===== src/rtl/cqf_pkg.sv =====
package cqf_pkg;
  // Completer request descriptor geometry
  localparam int DESC_DW = 4;
  localparam int DW_BITS = 32;
  // Descriptor field positions
  localparam int AT_LSB = 0;
  localparam int ADDR_LSB = 2;
  localparam int DWCNT_LSB = 64;
  localparam int TYPE_LSB = 75;
  localparam int REQID_LSB = 80;
  localparam int TAG_LSB = 96;
  localparam int TGT_LSB = 104;
  localparam int CODE_LSB = 104;
  localparam int ROUTE_LSB = 112;
  // Request type codes carried in the descriptor
  localparam logic [3:0] RT_MEM_RD = 4'h0;
  localparam logic [3:0] RT_MEM_WR = 4'h1;
  localparam logic [3:0] RT_IO_RD = 4'h2;
  localparam logic [3:0] RT_IO_WR = 4'h3;
  localparam logic [3:0] RT_ATOM_FA = 4'h4;
  localparam logic [3:0] RT_ATOM_SWP = 4'h5;
  localparam logic [3:0] RT_ATOM_CAS = 4'h6;
  localparam logic [3:0] RT_MEM_LK = 4'h7;
  localparam logic [3:0] RT_MSG = 4'hc;
  localparam logic [3:0] RT_MSG_VD = 4'hd;
  localparam logic [3:0] RT_MSG_ATS = 4'he;
  // Non-posted credit counter
  localparam int CREDIT_W = 6;
  localparam logic [5:0] CREDIT_RST = 6'h00;
  localparam logic [5:0] CREDIT_MAX = 6'h3f;

  // Request header as handed over by the receive path
  typedef struct packed {
    logic [7:0] seq;
    logic [3:0] rtype;
    logic [63:0] addr;
    logic [1:0] remap_type_bits;
    logic [10:0] dwcnt;
    logic [15:0] reqid;
    logic [7:0] tag;
    logic [16:0] target;
    logic [63:0] msg;
    logic [7:0] code;
    logic [2:0] route;
  } cqf_hdr_t;
  localparam int HDR_W = $bits(cqf_hdr_t);
endpackage : cqf_pkg


===== src/rtl/cqf_desc_if.sv =====
`timescale 1ns/1ns
// Header in, formatted descriptor and request class out
interface cqf_desc_if;
  cqf_pkg::cqf_hdr_t hdr;
  logic [127:0] desc;
  logic np;
  logic has_data;
  logic has_addr;
  modport fmt (input hdr, output desc, output np, output has_data, output has_addr);
  modport user (output hdr, input desc, input np, input has_data, input has_addr);
endinterface : cqf_desc_if


===== src/rtl/cqf_top.sv =====
`timescale 1ns/1ns
module cqf_top #(
  parameter int DATA_W = 128
) (
  // Clock and reset
  input wire logic core_clk_in,
  input wire logic rstn_in,
  // Configuration: 0 dword-aligned, 1 address-aligned
  input wire logic align_addr_in,
  // Received request headers, posted and non-posted
  input wire logic hdr_p_valid_in,
  input wire logic [cqf_pkg::HDR_W-1:0] hdr_p_in,
  output logic hdr_p_ready_out,
  input wire logic hdr_np_valid_in,
  input wire logic [cqf_pkg::HDR_W-1:0] hdr_np_in,
  output logic hdr_np_ready_out,
  // Received payload dwords of the request being framed
  input wire logic pld_valid_in,
  input wire logic [31:0] pld_data_in,
  output logic pld_ready_out,
  output logic pld_np_out,
  // Completer request port
  output logic [DATA_W-1:0] cq_tdata_out,
  output logic [DATA_W/32-1:0] cq_tkeep_out,
  output logic cq_tlast_out,
  output logic cq_tvalid_out,
  input wire logic cq_tready_in,
  // Non-posted credit
  input wire logic nonposted_credit_grant_in,
  output logic [cqf_pkg::CREDIT_W-1:0] np_credit_out,
  // Requester request port
  input wire logic [DATA_W-1:0] rq_tdata_in,
  input wire logic rq_tlast_in,
  input wire logic rq_tvalid_in,
  input wire logic [3:0] rq_order_tag_in,
  output logic rq_tready_out,
  // Completer completion port
  input wire logic [DATA_W-1:0] cc_tdata_in,
  input wire logic cc_tlast_in,
  input wire logic cc_tvalid_in,
  output logic cc_tready_out,
  // Merged transmit stream
  output logic [DATA_W-1:0] tx_tdata_out,
  output logic tx_tlast_out,
  output logic tx_tvalid_out,
  input wire logic tx_tready_in,
  // Order tag echo
  output logic [3:0] request_order_tag_out,
  output logic request_order_tag_valid
);
  localparam int NDW = DATA_W / 32;
  localparam int SW = $clog2(NDW);

  typedef enum logic [3:0] {
    CQ_IDLE = 4'h1, CQ_TAKE = 4'h2, CQ_DESC = 4'h4, CQ_PAY = 4'h8
  } cqf_cq_state_t;
  typedef enum logic [2:0] {
    TX_IDLE = 3'h1, TX_RQ = 3'h2, TX_CC = 3'h4
  } cqf_tx_state_t;

  cqf_cq_state_t cq_state_r, cq_state_nxt;
  cqf_pkg::cqf_hdr_t cur_r, cur_nxt, hp, hn;
  logic take_np_r, take_np_nxt;
  logic [1:0] idx_r, idx_nxt;
  logic [SW-1:0] slot_r, slot_nxt;
  logic [10:0] rem_r, rem_nxt;
  logic [DATA_W-1:0] acc_data_r, acc_data_nxt, out_data_r, out_data_nxt;
  logic [NDW-1:0] acc_keep_r, acc_keep_nxt, out_keep_r, out_keep_nxt;
  logic out_last_r, out_last_nxt, out_valid_r, out_valid_nxt;
  logic [cqf_pkg::CREDIT_W-1:0] credit_r, credit_nxt;
  logic p_ready_r, p_ready_nxt, np_ready_r, np_ready_nxt, pld_ready_r, pld_ready_nxt;
  logic place, flush, last;
  logic [31:0] dw;
  logic [7:0] age;
  logic [63:0] aaddr;

  cqf_desc_if dif ();
  cqf_desc_fmt u_fmt (.d(dif.fmt));
  assign dif.hdr = cur_r;
  assign hp = cqf_pkg::cqf_hdr_t'(hdr_p_in);
  assign hn = cqf_pkg::cqf_hdr_t'(hdr_np_in);
  assign age = hn.seq - hp.seq; // Wrapping arrival stamps
  assign aaddr = dif.has_addr ? cur_r.addr : 64'h0;

  // Completer request framing, one dword per cycle
  always_comb begin
    cq_state_nxt = cq_state_r;
    cur_nxt = cur_r;
    take_np_nxt = take_np_r;
    idx_nxt = idx_r;
    slot_nxt = slot_r;
    rem_nxt = rem_r;
    acc_data_nxt = acc_data_r;
    acc_keep_nxt = acc_keep_r;
    out_data_nxt = out_data_r;
    out_keep_nxt = out_keep_r;
    out_last_nxt = out_last_r;
    out_valid_nxt = out_valid_r;
    credit_nxt = credit_r;
    place = 1'b0;
    flush = 1'b0;
    last = 1'b0;
    dw = 32'h0;
    if (nonposted_credit_grant_in && credit_r != cqf_pkg::CREDIT_MAX) begin
      credit_nxt = credit_r + 6'h01;
    end
    unique case (cq_state_r)
      CQ_IDLE: begin
        // Non-posted waits for credit; posted passes it then, else arrival order
        if (hdr_np_valid_in && credit_r != cqf_pkg::CREDIT_RST &&
            (!hdr_p_valid_in || age[7])) begin
          cq_state_nxt = CQ_TAKE;
          take_np_nxt = 1'b1;
        end else if (hdr_p_valid_in) begin
          cq_state_nxt = CQ_TAKE;
          take_np_nxt = 1'b0;
        end
      end
      CQ_TAKE: begin
        cur_nxt = take_np_r ? hn : hp;
        if (take_np_r) begin
          credit_nxt = credit_nxt - 6'h01;
        end
        idx_nxt = 2'h0;
        slot_nxt = '0;
        cq_state_nxt = CQ_DESC;
      end
      CQ_DESC: begin
        // Descriptor dwords land in byte lanes 0..15 of the packet
        if (!out_valid_r) begin
          place = 1'b1;
          dw = dif.desc[32*idx_r +: 32];
          idx_nxt = idx_r + 2'h1;
          slot_nxt = slot_r + 1'b1;
          flush = (slot_r == SW'(NDW - 1));
          if (idx_r == 2'h3) begin
            rem_nxt = dif.has_data ? cur_r.dwcnt : 11'h0;
            if (rem_nxt == 11'h0) begin
              flush = 1'b1;
              last = 1'b1;
              cq_state_nxt = CQ_IDLE;
            end else begin
              cq_state_nxt = CQ_PAY;
              // Dword mode simply continues at lane 16, byte A mod 4 inside it
              if (align_addr_in) begin
                flush = 1'b1;
                slot_nxt = aaddr[SW+1:2];
              end
            end
          end
        end
      end
      CQ_PAY: begin
        if (pld_valid_in && pld_ready_r) begin
          place = 1'b1;
          dw = pld_data_in;
          rem_nxt = rem_r - 11'h1;
          slot_nxt = slot_r + 1'b1;
          flush = (slot_r == SW'(NDW - 1)) || (rem_r == 11'h1);
          if (rem_r == 11'h1) begin
            last = 1'b1;
            cq_state_nxt = CQ_IDLE;
          end
        end
      end
      default: cq_state_nxt = CQ_IDLE;
    endcase
    if (place) begin
      acc_data_nxt[32*slot_r +: 32] = dw;
      acc_keep_nxt[slot_r] = 1'b1;
    end
    // Beat leaves only on valid and ready; framing never runs into a held beat
    if (flush) begin
      out_data_nxt = acc_data_nxt;
      out_keep_nxt = acc_keep_nxt;
      out_last_nxt = last;
      out_valid_nxt = 1'b1;
      acc_data_nxt = '0;
      acc_keep_nxt = '0;
    end else if (out_valid_r && cq_tready_in) begin
      out_valid_nxt = 1'b0;
    end
    p_ready_nxt = (cq_state_nxt == CQ_TAKE) && !take_np_nxt;
    np_ready_nxt = (cq_state_nxt == CQ_TAKE) && take_np_nxt;
    // Ready is registered, so it is only raised when the held beat is gone
    pld_ready_nxt = (cq_state_nxt == CQ_PAY) && !out_valid_nxt;
  end

  // Framing registers
  always_ff @(posedge core_clk_in or negedge rstn_in) begin
    if (!rstn_in) begin
      cq_state_r <= CQ_IDLE;
      cur_r <= '0;
      take_np_r <= 1'b0;
      idx_r <= 2'h0;
      slot_r <= '0;
      rem_r <= 11'h0;
      acc_data_r <= '0;
      acc_keep_r <= '0;
      out_data_r <= '0;
      out_keep_r <= '0;
      out_last_r <= 1'b0;
      out_valid_r <= 1'b0;
      credit_r <= cqf_pkg::CREDIT_RST;
      p_ready_r <= 1'b0;
      np_ready_r <= 1'b0;
      pld_ready_r <= 1'b0;
    end else begin
      cq_state_r <= cq_state_nxt;
      cur_r <= cur_nxt;
      take_np_r <= take_np_nxt;
      idx_r <= idx_nxt;
      slot_r <= slot_nxt;
      rem_r <= rem_nxt;
      acc_data_r <= acc_data_nxt;
      acc_keep_r <= acc_keep_nxt;
      out_data_r <= out_data_nxt;
      out_keep_r <= out_keep_nxt;
      out_last_r <= out_last_nxt;
      out_valid_r <= out_valid_nxt;
      credit_r <= credit_nxt;
      p_ready_r <= p_ready_nxt;
      np_ready_r <= np_ready_nxt;
      pld_ready_r <= pld_ready_nxt;
    end
  end

  // Transmit merge: whole packets, round robin, each port kept in order
  cqf_tx_state_t tx_state_r, tx_state_nxt;
  logic last_rq_r, last_rq_nxt;
  logic [DATA_W-1:0] tx_data_r, tx_data_nxt;
  logic tx_last_r, tx_last_nxt, tx_valid_r, tx_valid_nxt;
  logic rq_ready_r, rq_ready_nxt, cc_ready_r, cc_ready_nxt;
  logic [3:0] tag_r, tag_nxt;
  logic tag_vld_r, tag_vld_nxt;
  logic take_rq, take_cc;

  always_comb begin
    tx_state_nxt = tx_state_r;
    last_rq_nxt = last_rq_r;
    tx_data_nxt = tx_data_r;
    tx_last_nxt = tx_last_r;
    tx_valid_nxt = tx_valid_r && !tx_tready_in;
    tag_nxt = tag_r;
    tag_vld_nxt = 1'b0;
    take_rq = rq_tvalid_in && rq_ready_r;
    take_cc = cc_tvalid_in && cc_ready_r;
    unique case (tx_state_r)
      TX_IDLE: begin
        if (rq_tvalid_in && (!cc_tvalid_in || !last_rq_r)) begin
          tx_state_nxt = TX_RQ;
        end else if (cc_tvalid_in) begin
          tx_state_nxt = TX_CC;
        end
      end
      TX_RQ: begin
        if (take_rq) begin
          tx_data_nxt = rq_tdata_in;
          tx_last_nxt = rq_tlast_in;
          tx_valid_nxt = 1'b1;
          if (rq_tlast_in) begin
            // Packet sits in the merged stream; no later completion can pass it
            tag_nxt = rq_order_tag_in;
            tag_vld_nxt = 1'b1;
            last_rq_nxt = 1'b1;
            tx_state_nxt = TX_IDLE;
          end
        end
      end
      TX_CC: begin
        if (take_cc) begin
          tx_data_nxt = cc_tdata_in;
          tx_last_nxt = cc_tlast_in;
          tx_valid_nxt = 1'b1;
          if (cc_tlast_in) begin
            last_rq_nxt = 1'b0;
            tx_state_nxt = TX_IDLE;
          end
        end
      end
      default: tx_state_nxt = TX_IDLE;
    endcase
    rq_ready_nxt = (tx_state_nxt == TX_RQ) && !tx_valid_nxt;
    cc_ready_nxt = (tx_state_nxt == TX_CC) && !tx_valid_nxt;
  end

  // Transmit registers
  always_ff @(posedge core_clk_in or negedge rstn_in) begin
    if (!rstn_in) begin
      tx_state_r <= TX_IDLE;
      last_rq_r <= 1'b0;
      tx_data_r <= '0;
      tx_last_r <= 1'b0;
      tx_valid_r <= 1'b0;
      rq_ready_r <= 1'b0;
      cc_ready_r <= 1'b0;
      tag_r <= 4'h0;
      tag_vld_r <= 1'b0;
    end else begin
      tx_state_r <= tx_state_nxt;
      last_rq_r <= last_rq_nxt;
      tx_data_r <= tx_data_nxt;
      tx_last_r <= tx_last_nxt;
      tx_valid_r <= tx_valid_nxt;
      rq_ready_r <= rq_ready_nxt;
      cc_ready_r <= cc_ready_nxt;
      tag_r <= tag_nxt;
      tag_vld_r <= tag_vld_nxt;
    end
  end

  // Outputs straight from registers
  assign hdr_p_ready_out = p_ready_r;
  assign hdr_np_ready_out = np_ready_r;
  assign pld_ready_out = pld_ready_r;
  assign pld_np_out = take_np_r;
  assign cq_tdata_out = out_data_r;
  assign cq_tkeep_out = out_keep_r;
  assign cq_tlast_out = out_last_r;
  assign cq_tvalid_out = out_valid_r;
  assign np_credit_out = credit_r;
  assign rq_tready_out = rq_ready_r;
  assign cc_tready_out = cc_ready_r;
  assign tx_tdata_out = tx_data_r;
  assign tx_tlast_out = tx_last_r;
  assign tx_tvalid_out = tx_valid_r;
  assign request_order_tag_out = tag_r;
  assign request_order_tag_valid = tag_vld_r;
endmodule : cqf_top


===== src/rtl/cqf_desc_fmt.sv =====
`timescale 1ns/1ns
module cqf_desc_fmt (
  cqf_desc_if.fmt d
);
  // Descriptor layout chosen by request class
  always_comb begin
    cqf_pkg::cqf_hdr_t h;
    h = d.hdr;
    d.desc = '0;
    d.desc[cqf_pkg::DWCNT_LSB +: 11] = h.dwcnt;
    d.desc[cqf_pkg::TYPE_LSB +: 4] = h.rtype;
    d.desc[cqf_pkg::REQID_LSB +: 16] = h.reqid;
    d.desc[cqf_pkg::TAG_LSB +: 8] = h.tag;
    unique case (h.rtype)
      cqf_pkg::RT_MSG_VD: begin
        d.desc[63:0] = h.msg;
        d.desc[cqf_pkg::CODE_LSB +: 8] = h.code;
        d.desc[cqf_pkg::ROUTE_LSB +: 3] = h.route;
      end
      cqf_pkg::RT_MSG_ATS: begin
        d.desc[63:0] = h.msg; // ATS messages carry no routing field
        d.desc[cqf_pkg::CODE_LSB +: 8] = h.code;
      end
      cqf_pkg::RT_MSG: begin
        d.desc[cqf_pkg::CODE_LSB +: 8] = h.code;
        d.desc[cqf_pkg::ROUTE_LSB +: 3] = h.route;
      end
      default: begin
        d.desc[cqf_pkg::AT_LSB +: 2] = h.remap_type_bits;
        d.desc[63:cqf_pkg::ADDR_LSB] = h.addr[63:2];
        d.desc[cqf_pkg::TGT_LSB +: 17] = h.target;
      end
    endcase
  end

  // Request class decode
  assign d.has_addr = (h_type_lt8(d.hdr.rtype));
  assign d.np = (d.hdr.rtype != cqf_pkg::RT_MEM_WR) && h_type_lt8(d.hdr.rtype);
  assign d.has_data = !(d.hdr.rtype inside {cqf_pkg::RT_MEM_RD, cqf_pkg::RT_IO_RD,
                                             cqf_pkg::RT_MEM_LK});

  function automatic logic h_type_lt8(input logic [3:0] t);
    h_type_lt8 = !t[3];
  endfunction : h_type_lt8
endmodule : cqf_desc_fmt


===== config.mk =====
export PLATFORM = sky130hd
export DESIGN_NAME = cqf_top
export DESIGN_NICKNAME = d
export VERILOG_FILES = /design/src/rtl/cqf_pkg.sv /design/src/rtl/cqf_desc_if.sv /design/src/rtl/cqf_top.sv /design/src/rtl/cqf_desc_fmt.sv
export SDC_FILE = /design/constraint.sdc
export NUM_CORES = 1
export LEC_CHECK = 0
export ABC_AREA = 1
export BUFFER_PORTS_ARGS = -buffer_cell sky130_fd_sc_hd__buf_4
export CORE_AREA = 10 10 379 381
export CTS_CLUSTER_DIAMETER = 100
export DETAILED_ROUTE_END_ITERATION = 6
export DIE_AREA = 0 0 389 391
export PLACE_DENSITY = 0.38
export SYNTH_ARGS = -nofsm -noshare
export SYNTH_HDL_FRONTEND = slang
export SYNTH_SLANG_ARGS = --single-unit

===== constraint.sdc =====
create_clock -name core_clk_in -period 3.1 [get_ports core_clk_in]
set_input_delay 0.62 -clock core_clk_in [delete_from_list [all_inputs] [get_ports core_clk_in]]
set_output_delay 0.62 -clock core_clk_in [all_outputs]
set_load 0.005 [all_outputs]

Word-level counts from Yosys, hierarchy flattened. Cells that the tools add are included.

Register bits: 633. Logic and storage cells: 200. Output and inout port bits: 281. Bits of input ports: 715.

$add $sub $neg: 7. Reductions and logical operators: 42. Magnitude comparators: 2. Eq/ne operators: 27. Mux-type cells: 84. Bitwise logic cells: 1. Shifts and indexed selects: 3.

Operators with widths (count): $mux 128 (4); $pmux 128 s2 (1); $mux 197 (1); $bwmux 128 (1); $pmux 64 s2 (1); $shift 32x34->128 const A (1); $shiftx 128x8->32 (1); $shiftx 32x34->128 (1); $mux 32 (2); $pmux 32 s2 (1); $mux 11 (4); $mux 4 (10); $neg 7->34 (1); $mux 1 (29); $mux 6 (4); $pmux 11 s2 (1); $eq 4x4->1 const B (5); $mux 3 (6); $pmux 4 s4 (1); $logic_and 1x1->1 (15); $ne 2x2->1 const B (7); $eq 4x2->1 const B (3); $mux 2 (6); $pmux 1 s2 (6); 35 further kinds (54).

Longest topological paths before layout.
Depth after elaboration: 11. Mapped depth: 16. Depth with buffers taken out: 14.

Cells and area by module. Synthesis repeated with hierarchy kept, for this count alone.

Cell total of the unflattened synthesis: 4334. Area total of the unflattened synthesis: 32374.8 µm².

Modules (own cells, without submodules): cqf_top (cells each 4007, instances 1, sequential area each 16042.9 µm², area an instance 30719.5 µm²); cqf_desc_fmt (cells each 327, instances 1, sequential area each 0.0 µm², area an instance 1655.3 µm²).

Worst setup path before layout. Ideal clock, no wire load.

Path kind: register -> register. Start: reg credit_r, in the netlist np_credit_out[0]. End: reg credit_r, in the netlist np_credit_out[4]. Buffers on the path: 0. Library setup time: 0.118 ns. Data arrival time: 1.867 ns. Clock period less this slack: 1.985 ns. Required time: 2.982 ns. Setup slack: 1.115 ns. Stages on the path, launching flop included: 13. Cells stage by stage: dfrtp_1 > ha_1 > nand2_1 > nor2_1 > nand3_1 > nand2_1 > xor2_1 > ha_1 > inv_1 > nor2_1 > nand3_1 > xnor2_1 > inv_1.

Cells in the longest elaborated chain, start to end: 6. Elaborated cells between the ends (all ways): 7. Those cells by class: 2 x add/sub; 1 x eq/ne; 3 x mux; 1 x reduce/logical.

RTL lines: start, declared (line cqf_top.sv:70) `logic [cqf_pkg::CREDIT_W-1:0] credit_r, credit_nxt;`; start signal, assigned (line cqf_top.sv:204) `credit_r <= cqf_pkg::CREDIT_RST;`; start signal, assigned (line cqf_top.sv:221) `credit_r <= credit_nxt;`; branches (longest 2 deep; another with $add 6x1->6); $mux 6 * (line cqf_top.sv:104) `if (nonposted_credit_grant_in && credit_r != cqf_pkg::CREDIT_MAX) begin`; $sub 6x1->6 (line cqf_top.sv:122) `credit_nxt = credit_nxt - 6'h01;`; $mux 6 (line cqf_top.sv:121) `if (take_np_r) begin`; $mux 6 * (line cqf_top.sv:107) `unique case (cq_state_r)`; net credit_nxt, one bit (line cqf_top.sv:70).

Mark *: on every way through the listed nets, which the timed path passes. A chain may end at the register's enable or synchronous reset.

Worst setup path after layout.
Start: reg cur_r[194] (netlist bit). End: reg out_data_r[32], in the netlist cq_tdata_out[32].

Cells in the longest elaborated chain, start to end: 9. Elaborated cells between the ends (all ways): 26. Those cells by class: 5 x eq/ne; 2 x shift; 13 x mux; 6 x reduce/logical.

RTL lines: start, declared (line cqf_top.sv:62) `cqf_pkg::cqf_hdr_t cur_r, cur_nxt, hp, hn;`; start signal, assigned (line cqf_top.sv:210) `cur_r <= cur_nxt;`; $eq 4x4->1 (line cqf_desc_fmt.sv:14) `unique case (h.rtype)`; $reduce_or 2->1 (no source line) or $reduce_or 3->1 (tied branches); $pmux 64 s2, or another cell as far along (line cqf_desc_fmt.sv:14); $shiftx 128x8->32 (line cqf_top.sv:132) `dw = dif.desc[32*idx_r +: 32];`; $mux 32 (line cqf_top.sv:130) `if (!out_valid_r) begin`; $pmux 32 s2 (line cqf_top.sv:107); $shiftx 32x34->128 (line cqf_top.sv:169) `acc_data_nxt[32*slot_r +: 32] = dw;`; $bwmux 128 (line cqf_top.sv:169); $mux 128 (line cqf_top.sv:168) `if (place) begin`; end signal, assigned (line cqf_top.sv:217) `out_data_r <= out_data_nxt;`; end, declared (line cqf_top.sv:67) `logic [DATA_W-1:0] acc_data_r, acc_data_nxt, out_data_r, out_data_nxt;`.

Several ways; a longest one is shown, not always the timed one.

==> results.json <==
{
  "slew_viol_final": 0,
  "grt-ovfl-total": 0,
  "cts_root_buf": "clkbuf_16",
  "hpwl_um": 142000,
  "ys_seq_elements": 631,
  "fp.dieW_um": 389,
  "drive_gt1_share_pct": 24.9,
  "synth_nets": 4843,
  "place_congestion": 0.951,
  "core_area_mm2": 0.136,
  "max-cap-violations": 0,
  "layout_common_cells": "1623 x nand2_1, 1067 x buf_4, 626 x dfrtp_1",
  "p_per_area_mw_per_mm2": 839,
  "grt_pass1_wl_um": 243000,
  "synth_ff_type": "dfrtp_1",
  "chipHeight_um": 391,
  "antenna_found_initial": 15,
  "fin_ws_ns": 0.398,
  "path_class": "reg2reg",
  "leakage_nw": 22.8,
  "status": "finished clean",
  "ys_types": 46,
  "io_buffers": 991,
  "cts_sinks": 631,
  "final_common_cell": "nand2_1",
  "area_growth_pct": 40.0,
  "clk_pin_slew_ns": 0.06,
  "synthCells": 4108,
  "ant_nets": 0,
  "drt-pass1-iter-count": 5,
  "grt_pass1_vias": 30500,
  "avgRoutedWirePerCell_um": 25.7,
  "final_nets": 5766,
  "endpoint_kind": "register",
  "finalHoldViolations": 0,
  "yosysWarningCount": 0,
  "yosysSeqAreaShare_pct": 50.8,
  "fin_crit_ns": 2.70,
  "tightest_slew_ns": 1.35,
  "async_reset_ff_share_pct": 100,
  "wl_um": 177000,
  "clockBufferDepth": 3,
  "grt_max_degree": 134,
  "start_util_pct": 22.8,
  "hold_path_class": "in2reg",
  "cts_made_buffers": 81,
  "syn_area_mm2": 0.0311,
  "setup_viol": 0,
  "timing.final.crit_share_pct": 87.2,
  "fin_util_pct": 32.0,
  "cts_tree": "done",
  "worst_skew_pair.late_latency_ns": 0.67,
  "crit_required_ns": 3.65,
  "tns_ns": 0,
  "worst-path-max-fanout": 49,
  "rsz0062_at_grt": "no",
  "viasPerCell": 4.51,
  "drc": 0,
  "num_vias": 31000,
  "syn_avg_cell_area_um2": 7.57,
  "r2r_slack_ns": 0.40,
  "max_slew_margin_pct": 9.17,
  "pre_cts_slack_ns": 0.337,
  "synth-edff-count": 0,
  "htreeDepth": 3,
  "ir_drop_v": 0.000394,
  "clock_skew_ns": 0.0320,
  "track_usage_pct": 22.3,
  "design.die.area_mm2": 0.152,
  "drt_iter0_drc": 2452,
  "worst_ep_arrival_time_ns": 3.26,
  "cp-start-kind": "register",
  "fmax_mhz": 370,
  "io_pins": 996,
  "num_rows": 136
}
[area by class of cell]
| class | count | area, um2 |
|---|---|---|
| fill | 14900 | 92700 |
| sequential | 631 | 15800 |
| antenna | 2 | 5.00 |
| multi-input combinational | 2838 | 12800 |
| clock inverter | 19 | 220 |
| inverter | 376 | 1420 |
| clock buffer | 121 | 2400 |
| tap | 1794 | 2240 |
| timing repair buffer | 1103 | 8720 |
[cells in the mapped netlist, types with 2 or more instances]
library cell / number / share of area, %
a21oi_1: 130 / 2.1
buf_4: 14 / 0.34
inv_2: 10 / 0.12
nor2_1: 205 / 2.5
ha_1: 20 / 0.80
clkbuf_1: 149 / 1.8
o21ai_1: 38 / 0.61
xnor2_1: 5 / 0.14
a31oi_1: 129 / 2.6
dfrtp_1: 629 / 51
o21ai_0: 389 / 6.3
o22ai_1: 4 / 0.080
nand3_1: 100 / 1.6
a32o_1: 2 / 0.064
xor2_1: 8 / 0.23
nand4_1: 67 / 1.3
nor2_2: 3 / 0.060
nand3_2: 2 / 0.064
buf_2: 76 / 1.2
a21boi_0: 3 / 0.072
o211ai_1: 73 / 1.8
clkinv_1: 3 / 0.036
buf_1: 15 / 0.18
nand2_2: 6 / 0.12
nor3_1: 10 / 0.16
buf_6: 9 / 0.33
nand2_1: 1624 / 20
dfstp_2: 2 / 0.17
inv_1: 363 / 4.4
nand2_4: 4 / 0.14
[power by group]
part / switching (mW) / internal, mW / leakage (nW) / total (mW)
clock: 3.93 / 5.59 / 1.29 / 9.52
combinational: 9.34 / 4.85 / 13.5 / 14.2
sequential: 2.09 / 10.7 / 8.08 / 12.8
total: 15.4 / 21.2 / 22.8 / 36.5
[state kept, by name (all words and copies together) (netlist names), 3 cells and up]
name	cells
cq_tkeep_out	4
acc_keep_r	4
cq_state_r	4
acc_data_r	128
tx_tdata_out	128
rem_r	11
np_credit_out	6
request_order_tag_out	4
tx_state_r	3
cq_tdata_out	128
cur_r	195
[layer usage]
metal	part of all wire [%]	GRT usage (%)
met3	6.1	5.02
met2	47	36.2
met1	45	30.5
met4	1.4	3.80
met5	0.045	0
[logic make-up (layout without fill, tap and decap cells)]
logic type      Yosys count  after routing  synth area share [%]
flops                   631            631                  50.8
xor+xnor                 13             13                 0.366
other cells               0              2                     0
simple gates           2028           2028                  25.9
fa+ha+maj                20             20                 0.804
mux                       1              1                0.0322
compound gates          776            776                  13.8
buf+inv                 639           1619                  8.40
[metrics by stage]
stage          area, um2  instances  total power [mW]  hold WS (ns)
6_report           43600       6884              36.5         0.169
5_1_grt            43600       6883              38.7         0.161
4_1_cts            43600       6882              36.9         0.116
3_5_place_dp       40900       6741              27.2         0.460
3_3_place_gp       40900       6741              27.2         0.455
2_1_floorplan      31100       4108              18.6         0.324
[critical path, cell delays in order, from the launching register on]
cell and delay [ns]:
dfrtp_1 0.44, inv_1 0.15, nor2_1 0.05, nand2_1 0.08
nand2_2 0.08, buf_12 0.18, nand2_1 0.09, nand2_1 0.09
nand2_1 0.12, nand2_1 0.05, o21ai_0 0.48, nand2_1 0.37
nand4_1 0.20, nand2_1 0.07, nand2_1 0.06, nand2_1 0.05
[path summary, 6_finish.rpt]
check / startpoint / end / cells after the start
worst max-delay path: cur_r[194] / cq_tdata_out[32] / 15
worst min register to register: cq_tdata_out[12] / cq_tdata_out[12] / 2
min in group asynchronous: rstn_in / cq_tdata_out[27] / 2
worst min-delay path: rq_order_tag_in[2] / request_order_tag_out[2] / 3
worst max register to register: cur_r[194] / cq_tdata_out[32] / 15
max in group asynchronous: rstn_in / request_order_tag_valid / 4
[what timing repair did]
| action | CTS | global route |
|---|---|---|
| buffers inserted | 0 | 0 |
| gates resized for setup | 0 | 1 |
| endpoints found under the hold margin | 33 | 0 |
| endpoints found under the setup margin | 0 | 1 |
| hold buffers | 1 | 0 |
No activity file was read; power rests on OpenSTA's default activity.
